===== src/rtl/feature_id_consts.svh =====
// constants for the build_param_a feature identification readout
`ifndef FEATURE_ID_CONSTS_SVH
`define FEATURE_ID_CONSTS_SVH
`define CRC_LSB        16
`define SHA2_LSB       12
`define SHA1_LSB       8
`define AES_LSB        4
`define SHA3_LSB       32
`define SM3_LSB        36
`define SM4_LSB        40
`define CRC_CODE       4'h1
`define SHA2_CODE      4'h2
`define SHA1_CODE      4'h1
`define AES_CODE       4'h2
`define SM_SHA3_CODE   4'h1
`define ABSENT_CODE    4'h0
`define TRAP_CLASS     6'h18
`endif


===== src/rtl/feature_id_pkg.sv =====
// types for the build_param_a feature identification readout
package feature_id_pkg;
  typedef enum logic [1:0] {
    priv_level_0,
    priv_level_1,
    priv_level_2,
    priv_level_3
  } priv_level_t;

  typedef struct packed {
    logic        valid;
    priv_level_t current_privilege_level;
    logic        level2_enabled;
    logic        hyp_route_all_exceptions;
    logic        hyp_trap_feature_id;
  } read_req_t;

  typedef struct packed {
    logic        done;
    logic        trap;
    priv_level_t target_level;
    logic [5:0]  trap_class;
    logic [63:0] data;
  } read_resp_t;

  typedef struct packed {
    logic       strap_done;
    logic       build_param_a_on;
    read_resp_t resp;
  } readout_state_t;
endpackage


===== src/rtl/feature_id_access.sv =====
// privilege check for reads of the feature register
`timescale 1ns/100ps
`include "feature_id_consts.svh"
module feature_id_access
  import feature_id_pkg::*;
(
  input  wire read_req_t   req_in,
  output logic             trap_out,
  output priv_level_t      target_out
);
  always_comb begin
    trap_out   = 1'b0;
    target_out = priv_level_1;
    case (req_in.current_privilege_level)
      priv_level_0: begin
        trap_out = 1'b1; // [RL7]
        if (req_in.level2_enabled && req_in.hyp_route_all_exceptions) begin
          target_out = priv_level_2; // [RL7]
        end
      end
      priv_level_1: begin
        if (req_in.level2_enabled && req_in.hyp_trap_feature_id) begin
          trap_out   = 1'b1; // [RL8]
          target_out = priv_level_2;
        end
      end
      default: begin
        trap_out = 1'b0; // [RL9]
      end
    endcase
  end
endmodule // feature_id_access


===== src/rtl/build_param_a_feature_id_readout.sv =====
// build_param_a feature identification register with privilege trapping
// Behaviour
// RL1: checksum field bits 19:16 always reads 0b0001.
// RL2: build_param_a present only if build parameter set and disable low at reset.
// RL3: bits 15:12 read 0b0010 when build_param_a enabled, else zero.
// RL4: bits 11:8 read 0b0001 when build_param_a enabled, else zero.
// RL5: bits 7:4 read zero when build_param_a absent or disabled.
// RL6: bits 7:4 read 0b0010 when build_param_a present and enabled.
// RL7: level 0 reads trap, class 0x18, to level 2 if routed else 1.
// RL8: level 1 reads trap to level 2 when enabled and trap bit set.
// RL9: level 2 and 3 reads always return the register.
// RL10: SM3, SM4 and SHA-3 fields read 0b0001 when build_param_a enabled, else zero.
// RL11: register is read-only; bits 3:0 always read zero.
`timescale 1ns/100ps
`include "feature_id_consts.svh"
module build_param_a_feature_id_readout
  import feature_id_pkg::*;
#(
  parameter bit build_param_a = 1'b1
)(
  input  wire logic       clk_in,
  input  wire logic       reset_n_in,
  input  wire logic       build_param_a_disable_in,
  input  wire read_req_t  req_in,
  output read_resp_t      resp_out,
  output logic            build_param_a_on_out
);
  ////////////////////////////////////////////////////////////////////////////
  readout_state_t state_reg;
  readout_state_t state_next;
  logic           build_param_a_now;
  logic           trap;
  logic           take_trap;
  priv_level_t    target;
  logic [63:0]    value;

  feature_id_access access_u (
    .req_in     (req_in),
    .trap_out   (trap),
    .target_out (target)
  );

  // value assembled from build_param_a_now only: the live strap on the strap edge, the captured state after it
  function automatic logic [63:0] build_value(input logic on);
    logic [63:0] v;
    v = 64'h0; // [RL11]
    v[`CRC_LSB +: 4] = `CRC_CODE; // [RL1]
    if (on) begin
      v[`SHA2_LSB +: 4] = `SHA2_CODE; // [RL3]
      v[`SHA1_LSB +: 4] = `SHA1_CODE; // [RL4]
      v[`AES_LSB +: 4]  = `AES_CODE; // [RL6]
      v[`SHA3_LSB +: 4] = `SM_SHA3_CODE; // [RL10]
      v[`SM3_LSB +: 4]  = `SM_SHA3_CODE;
      v[`SM4_LSB +: 4]  = `SM_SHA3_CODE;
    end else begin
      v[`AES_LSB +: 4]  = `ABSENT_CODE; // [RL5]
    end
    return v;
  endfunction

  // strap is taken live on the first edge after reset, then held for good
  always_comb begin
    if (state_reg.strap_done) begin
      build_param_a_now = state_reg.build_param_a_on; // [RL11]
    end else begin
      build_param_a_now = build_param_a && !build_param_a_disable_in; // [RL2]
    end
  end
  // a read taken on the strap edge sees the live strap value that is being captured on that same edge
  assign value     = build_value(build_param_a_now);
  assign take_trap = req_in.valid && trap;

  ////////////////////////////////////////////////////////////////////////////
  always_comb begin
    state_next                   = state_reg;
    state_next.strap_done        = 1'b1;
    state_next.build_param_a_on         = build_param_a_now; // [RL2] [RL11]
    state_next.resp.done         = req_in.valid;
    state_next.resp.trap         = take_trap; // [RL7] [RL8] [RL9]
    state_next.resp.target_level = take_trap ? target : priv_level_1;
    state_next.resp.trap_class   = take_trap ? `TRAP_CLASS : 6'h00; // [RL7] [RL8]
    state_next.resp.data         = (req_in.valid && !trap) ? value : 64'h0;
  end

  always_ff @(posedge clk_in or negedge reset_n_in) begin
    if (!reset_n_in) begin
      state_reg <= '0;
    end else begin
      state_reg <= state_next;
    end
  end

  assign resp_out      = state_reg.resp;
  assign build_param_a_on_out = state_reg.build_param_a_on;

  ////////////////////////////////////////////////////////////////////////////
  // register image fields
  crc_field_a: assert property (@(posedge clk_in) disable iff (!reset_n_in) // [RL1]
    state_reg.resp.done && !state_reg.resp.trap |-> state_reg.resp.data[19:16] == 4'h1)
    else $error("checksum field wrong");

  sha2_field_a: assert property (@(posedge clk_in) disable iff (!reset_n_in) // [RL3]
    state_reg.resp.done && !state_reg.resp.trap
      |-> state_reg.resp.data[15:12] == (state_reg.build_param_a_on ? 4'h2 : 4'h0))
    else $error("sha2 field wrong");

  sha1_field_a: assert property (@(posedge clk_in) disable iff (!reset_n_in) // [RL4]
    state_reg.resp.done && !state_reg.resp.trap
      |-> state_reg.resp.data[11:8] == (state_reg.build_param_a_on ? 4'h1 : 4'h0))
    else $error("sha1 field wrong");

  aes_off_a: assert property (@(posedge clk_in) disable iff (!reset_n_in) // [RL5]
    state_reg.resp.done && !state_reg.resp.trap && !state_reg.build_param_a_on
      |-> state_reg.resp.data[7:4] == 4'h0)
    else $error("aes field not zero");

  aes_on_a: assert property (@(posedge clk_in) disable iff (!reset_n_in) // [RL6]
    state_reg.resp.done && !state_reg.resp.trap && state_reg.build_param_a_on
      |-> state_reg.resp.data[7:4] == 4'h2)
    else $error("aes field wrong");

  sm_sha3_a: assert property (@(posedge clk_in) disable iff (!reset_n_in) // [RL10]
    state_reg.resp.done && !state_reg.resp.trap
      |-> state_reg.resp.data[43:32] == (state_reg.build_param_a_on ? 12'h111 : 12'h000))
    else $error("sm3 sm4 sha3 fields wrong");

  for (genvar i = 0; i < 3; i++) begin : g_sm_field
    sm_nibble_a: assert property (@(posedge clk_in) disable iff (!reset_n_in) // [RL10]
      state_reg.resp.done && !state_reg.resp.trap
        |-> state_reg.resp.data[`SHA3_LSB + 4 * i +: 4]
          == (state_reg.build_param_a_on ? `SM_SHA3_CODE : `ABSENT_CODE))
      else $error("sm or sha3 field wrong");
  end

  upper_zero_a: assert property (@(posedge clk_in) disable iff (!reset_n_in) // [RL11]
    state_reg.resp.done && !state_reg.resp.trap
      |-> state_reg.resp.data[63:44] == 20'h0 && state_reg.resp.data[31:20] == 12'h0)
    else $error("fields outside this block not zero");

  ////////////////////////////////////////////////////////////////////////////
  // privilege trapping
  level0_trap_a: assert property (@(posedge clk_in) disable iff (!reset_n_in) // [RL7]
    req_in.valid && req_in.current_privilege_level == priv_level_0 |=> state_reg.resp.trap
      && state_reg.resp.trap_class == 6'h18
      && state_reg.resp.target_level == (($past(req_in.level2_enabled)
         && $past(req_in.hyp_route_all_exceptions)) ? priv_level_2 : priv_level_1))
    else $error("level 0 trap wrong");

  level1_trap_a: assert property (@(posedge clk_in) disable iff (!reset_n_in) // [RL8]
    req_in.valid && req_in.current_privilege_level == priv_level_1
      |=> state_reg.resp.trap == ($past(req_in.level2_enabled)
          && $past(req_in.hyp_trap_feature_id)))
    else $error("level 1 trap wrong");

  level1_pass_a: assert property (@(posedge clk_in) disable iff (!reset_n_in) // [RL8]
    req_in.valid && req_in.current_privilege_level == priv_level_1
      && !(req_in.level2_enabled && req_in.hyp_trap_feature_id)
      |=> state_reg.resp.done && !state_reg.resp.trap)
    else $error("level 1 read trapped");

  level1_target_a: assert property (@(posedge clk_in) disable iff (!reset_n_in) // [RL8]
    req_in.valid && req_in.current_privilege_level == priv_level_1
      && req_in.level2_enabled && req_in.hyp_trap_feature_id
      |=> state_reg.resp.target_level == priv_level_2 && state_reg.resp.trap_class == 6'h18)
    else $error("level 1 trap target wrong");

  high_level_a: assert property (@(posedge clk_in) disable iff (!reset_n_in) // [RL9]
    req_in.valid && req_in.current_privilege_level[1] |=> !state_reg.resp.trap
      && state_reg.resp.done)
    else $error("high level read trapped");

  trap_target_a: assert property (@(posedge clk_in) disable iff (!reset_n_in) // [RL7]
    state_reg.resp.trap |-> state_reg.resp.target_level inside {priv_level_1, priv_level_2})
    else $error("trap target level wrong");

  l2_target_a: assert property (@(posedge clk_in) disable iff (!reset_n_in) // [RL7]
    state_reg.resp.trap && state_reg.resp.target_level == priv_level_2
      |-> $past(req_in.level2_enabled))
    else $error("trap to level 2 while disabled");

  trap_origin_a: assert property (@(posedge clk_in) disable iff (!reset_n_in) // [RL9]
    state_reg.resp.trap
      |-> $past(req_in.current_privilege_level) inside {priv_level_0, priv_level_1})
    else $error("trap from level 2 or 3");

  ////////////////////////////////////////////////////////////////////////////
  // response framing
  read_answer_a: assert property (@(posedge clk_in) disable iff (!reset_n_in) // [RL9]
    req_in.valid |=> state_reg.resp.done)
    else $error("read not answered");

  idle_quiet_a: assert property (@(posedge clk_in) disable iff (!reset_n_in) // [RL9]
    !req_in.valid |=> !state_reg.resp.done && !state_reg.resp.trap
      && state_reg.resp.trap_class == 6'h00 && state_reg.resp.data == 64'h0)
    else $error("response without read");

  trap_data_a: assert property (@(posedge clk_in) disable iff (!reset_n_in) // [RL7]
    state_reg.resp.trap |-> state_reg.resp.done && state_reg.resp.data == 64'h0
      && state_reg.resp.trap_class == 6'h18)
    else $error("trap response wrong");

  pass_fields_a: assert property (@(posedge clk_in) disable iff (!reset_n_in) // [RL9]
    state_reg.resp.done && !state_reg.resp.trap
      |-> state_reg.resp.trap_class == 6'h00 && state_reg.resp.target_level == priv_level_1)
    else $error("untrapped read carries trap fields");

  class_gate_a: assert property (@(posedge clk_in) disable iff (!reset_n_in) // [RL8]
    state_reg.resp.trap_class != 6'h00 |-> state_reg.resp.trap)
    else $error("trap class without trap");

  ////////////////////////////////////////////////////////////////////////////
  // strap and read-only
  build_param_a_strap_a: assert property (@(posedge clk_in) disable iff (!reset_n_in) // [RL2]
    $rose(state_reg.strap_done) |-> state_reg.build_param_a_on == (build_param_a && !$past(build_param_a_disable_in)))
    else $error("build_param_a strap not captured");

  build_off_a: assert property (@(posedge clk_in) disable iff (!reset_n_in) // [RL2]
    !build_param_a |-> !state_reg.build_param_a_on)
    else $error("build_param_a on without build support");

  read_only_a: assert property (@(posedge clk_in) disable iff (!reset_n_in) // [RL11]
    state_reg.strap_done && $past(state_reg.strap_done) |-> $stable(state_reg.build_param_a_on)
      && (!state_reg.resp.done || state_reg.resp.data[3:0] == 4'h0))
    else $error("register not read-only");
endmodule // build_param_a_feature_id_readout


===== config.mk =====
export PLATFORM = sky130hd
export DESIGN_NAME = build_param_a_feature_id_readout
export DESIGN_NICKNAME = d
export VERILOG_FILES = /design/src/rtl/feature_id_pkg.sv /design/src/rtl/feature_id_access.sv /design/src/rtl/build_param_a_feature_id_readout.sv
export VERILOG_INCLUDE_DIRS = /design/src /design/src/rtl
export SDC_FILE = /design/constraint.sdc
export NUM_CORES = 1
export LEC_CHECK = 0
export BUFFER_PORTS_ARGS = -buffer_cell sky130_fd_sc_hd__buf_2
export CELL_PAD_IN_SITES_DETAIL_PLACEMENT = 1
export CELL_PAD_IN_SITES_GLOBAL_PLACEMENT = 2
export CORE_ASPECT_RATIO = 0.9
export CORE_MARGIN = 2
export CORE_UTILIZATION = 15
export DETAILED_ROUTE_END_ITERATION = 12
export HOLD_SLACK_MARGIN = 0.15
export PLACE_DENSITY_LB_ADDON = 0.3
export SYNTH_ARGS = -nofsm -noshare
export SYNTH_HDL_FRONTEND = slang
export SYNTH_SLANG_ARGS = --single-unit

===== constraint.sdc =====
create_clock -name clk_in -period 0.8 [get_ports clk_in]
set_input_delay 0.04 -clock clk_in [delete_from_list [all_inputs] [get_ports clk_in]]
set_output_delay 0.04 -clock clk_in [all_outputs]
set_load 0.01 [all_outputs]

**Yosys cells after proc, flatten, opt, wreduce, memory -nomap -nowiden**

Cells that the tools add are included.

- Word-level logic and storage cells: 27
- Output and inout port bits: 75
- Input bits: 9
- Register bits: 52

- Reductions and logical operators: 7
- Equality and inequality tests: 1
- Muxes and demuxes: 12

Operators by type and width:

| cell | number |
|---|---|
| two-way mux 41 bit | 1 |
| two-way mux 9 bit | 1 |
| two-way mux 2 bit | 4 |
| two-way mux 6 bit | 1 |
| two-way mux 5 bit | 1 |
| logical AND 1 bit | 4 |
| one-hot mux 2 bit (2 select lines) | 1 |
| == test 2 x 1 -> 1 bit (second input constant) | 1 |
| zero test 1 bit | 2 |
| zero test 2 bit | 1 |
| two-way mux 1 bit | 2 |
| one-hot mux 1 bit (2 select lines) | 1 |

**Logic depth before layout (Yosys ltp)**

- Word-level depth: 6
- Gate-level depth with buffers: 3
- Gate-level depth less buffers: 3

**By module**

Synthesis repeated with hierarchy kept, for this count alone.

- Cell total of the unflattened synthesis: 97
- Area, all modules: 857.1 µm²

By module, submodules not included:

| module | cells an instance | area each (µm²) | instances |
|---|---|---|---|
| build_param_a_feature_id_readout | 92 | 817.0 | 1 |
| feature_id_access | 5 | 40.0 | 1 |

**Worst setup path after synthesis**

No wires, ideal clock.

- Path kind: register -> register
- Start point: register state_reg, in the netlist build_param_a_on_out
- End point: register state_reg, in the netlist resp_out[36]
- Arrival time: 0.654 ns
- Slack: 0.027 ns
- Buffers on the path: 0
- Stages on the path, launching flop included: 4
- Cells stage by stage: dfrtp_1 > inv_1 > mux2i_1 > and2_1

- Word-level cells in the longest chain between the ends: 3

RTL lines:

| what | RTL line | RTL |
|---|---|---|
| start: declaration | build_param_a_feature_id_readout.sv:29 | `readout_state_t state_reg;` |
| start signal: assignment | build_param_a_feature_id_readout.sv:89 | `state_reg <= state_next;` |
| two-way mux 1 bit | build_param_a_feature_id_readout.sv:63 | `if (state_reg.strap_done) begin` |
| named net build_param_a_now | build_param_a_feature_id_readout.sv:31 | `logic build_param_a_now;` |
| two-way mux 9 bit | build_param_a_feature_id_readout.sv:48 | `if (on) begin` |
| two-way mux 41 bit | build_param_a_feature_id_readout.sv:82 | `state_next.resp.data = (req_in.valid && !trap) ? value : 64'h0;` |

The timed path passes the listed nets, and every way through them passes these cells.

==> results.py <==
metrics = {
    "outcome": {
        "outcome": "finished, violations left",
        "violations": "hold timing, setup timing",
    },
    "floorplanning": {
        "die_y_um": 74.8,
        "ios": 84,
        "die_w_um": 82.6,
        "fp-row-count": 25,
        "die_area_um2": 6180,
        "core_um2": 5320,
        "initial_core_util_pct": 15.7,
    },
    "synth": {
        "synth_cells": 93,
        "yosys.cell_count.top_type": "buf_4",
        "ys_types": 12,
        "synthMuxAreaShare_pct": 2.55,
        "netlist_area_um2": 835,
        "synth-seq-cells": 8,
        "ys_top_cells_by_area": "buf_4, dfrtp_1, and4b_4, mux2_1, mux2i_1",
        "synth_top_family_by_area": "buffers and inverters",
        "syn_area_per_cell_um2": 8.97,
        "ys_seq_area_share_pct": 24.0,
        "synthXorXnorAreaFrac_pct": 0,
        "synthAdderAreaFrac_pct": 0,
        "yosys.area_share.simple_pct": 3.30,
        "synth-async-reset-ratio_pct": 100,
        "synthTopCellsByCount": "buf_4, dfrtp_1, conb_1",
        "synth_edf_count": 0,
        "yosysTopAreaCellShare_pct": 66.6,
        "synth_compound_area_share_pct": 1.80,
        "ys.flop_type": "dfrtp_1",
        "synth_area_leader_cell": "buf_4",
        "yosys_warnings": 0,
    },
    "worst_setup_path": {
        "crit_required_ps": 760,
        "cp_num_buf_inv": 1,
        "worstPathArrival_ps": 790,
        "cp_slowest_stage_delay_ps": 420,
        "cp_top_family": "flip-flops",
        "crit_slowest_cell": "dfrtp_2",
        "cp-start-kind": "flop",
        "endpoint_kind": "output pin",
        "worst-path-stages": 1,
        "crit_chain": "buf_2",
        "cp_max_fo": 6,
        "rr_worst_depth": 2,
        "crit_type": "flop to output pin",
    },
    "clocking": {
        "htreeDepth": 1,
        "clk_latency_ps": 220,
        "clock_path_buffers": 2,
        "root_buffer": "clkbuf_8",
        "clk_pin_slew_ps": 40,
        "cts_hold_buf": 1,
        "cts-buffers-inserted": 3,
        "cts_tree": "yes",
        "cts_setup_buffers": 0,
        "cts_num_sinks": 8,
    },
    "power_and_ir_drop": {
        "leakagePower_nw": 0.450,
        "combPwrFrac_pct": 22.7,
        "pwr-share-seq_pct": 37.9,
        "cellInternalPower_mw": 0.820,
        "clkPwrFrac_pct": 39.3,
        "p_switching_mw": 0.344,
        "powerDensity_nw_per_um2": 1530,
        "vdd.ir_drop.worst_mv": 0.434,
        "swShare_pct": 29.6,
    },
    "routing": {
        "final_antenna_net_count": 0,
        "viasPerCell": 2.25,
        "drcViolationCount": 0,
        "first_pass_iters": 3,
        "wl_per_cell_um": 6.42,
        "num_vias": 387,
        "drt-initial-drc-count": 3,
        "routed_wl_mm": 1.10,
    },
    "placement": {
        "io_buffer_count": 22,
        "dpl.hpwl_mm": 1.03,
        "dp.cells": 168,
        "gp_congestion": 0.514,
    },
    "timing": {
        "report.final.slew_viol_count": 0,
        "grt_setup_unrepaired": "yes",
        "final.period_utilization_pct": 104,
        "finalSetupViolCount": 8,
        "clock_skew_ps": 0.0562,
        "fin_crit_ps": 828,
        "fmaxAchievable_mhz": 1210,
        "worst_slack_ps": -28.3,
        "final-hold-violation-count": 1,
        "hold_slack_ps": -31.2,
    },
    "global_routing": {
        "first_global_vias": 308,
        "antenna_found_initial": 0,
        "track_usage_pct": 2.73,
        "grt_pass1_wl_mm": 1.24,
        "grt_start_max_net_pins": 9,
        "overflow": 0,
    },
    "finish": {
        "area_delta_synth_final_pct": -8.55,
        "nFillCells": 666,
        "final_util_pct": 14.4,
        "drive_gt1_share_pct": 26.7,
        "n_antenna_cell": 0,
        "fin_cells": 172,
        "fin_nets": 116,
        "largest_reg_flops": 6,
    },
    "worst_hold_path": {
        "min_delay_path_depth": 1,
        "hold_class": "primary input to flop",
    },
    "run": {
        "drv_cap": 0,
    },
}
## stage by stage
step,setup WS [ps],hold slack (ps),power [mW],area [um^2],TNS (ps)
global route,-68.8,-29.6,1.26,763,-515
finish,-28.3,-31.2,1.16,763,-155
detailed placement,-25.8,-110,0.694,698,-25.8
CTS,-32.3,-34.1,1.17,749,-190
global placement,24.3,-113,0.691,698,0
floorplan,26.8,-256,0.888,1060,0
## cell usage in the layout, fill, tap and decap left out, types with 2 or more instances in the layout
| cell | synthesis | final |
|---|---|---|
| clkbuf_8 | 0 | 3 |
| dfrtp_1 | 8 | 7 |
| buf_2 | 0 | 20 |
| conb_1 | 2 | 62 |
| buf_6 | 0 | 2 |
## kinds of logic after synthesis
logic type,Yosys count
AO/OA/AOI/OAI,2
buffers and inverters,76
flip-flops,8
multiplexers,2
other,2
AND/OR/NAND/NOR,3
## final cells by class
type	count	area, um^2	area share, %
clock buffers	3	41.3	5.41
repair buffers	23	133	17.4
inverters	2	7.51	0.984
well taps	67	83.8	11.0
flip-flops and latches	8	201	26.4
multi-input cells	69	297	38.9
## path summary, 6_finish.rpt
path	start	to	slack, ps
max in group asynchronous	reset_n_in	resp_out[36]	430
setup reg to reg	state_reg[75]	resp_out[36]	50
hold / removal	req_in[5]	resp_out[73]	-30
setup / recovery	resp_out[36]	resp_out[8]	-30
min in group asynchronous	reset_n_in	resp_out[70]	190
hold reg to reg	state_reg[75]	build_param_a_on_out	460
## per-layer routing
layer	global-route usage [%]	wire [um]	vias up
met5	0	0	-
met4	1.64	0	0
met3	1.08	247	0
met2	5.56	584	49
met1	2.11	272	167
li1	-	-	171
## power groups by stage
stage               Clock, mW  Combinational (mW)  Sequential [mW]
detailed placement          0               0.248            0.446
global route            0.510               0.300            0.445
CTS                     0.481               0.252            0.441
floorplan                   0               0.441            0.448
finish                  0.458               0.265            0.442
global placement            0               0.247            0.445
## what timing repair did
action	CTS	global route
endpoints found under the setup margin	9	9
resized for setup	0	3
endpoints found under the hold margin	12	4
Note: power is estimated with default switching activity, not from simulation.
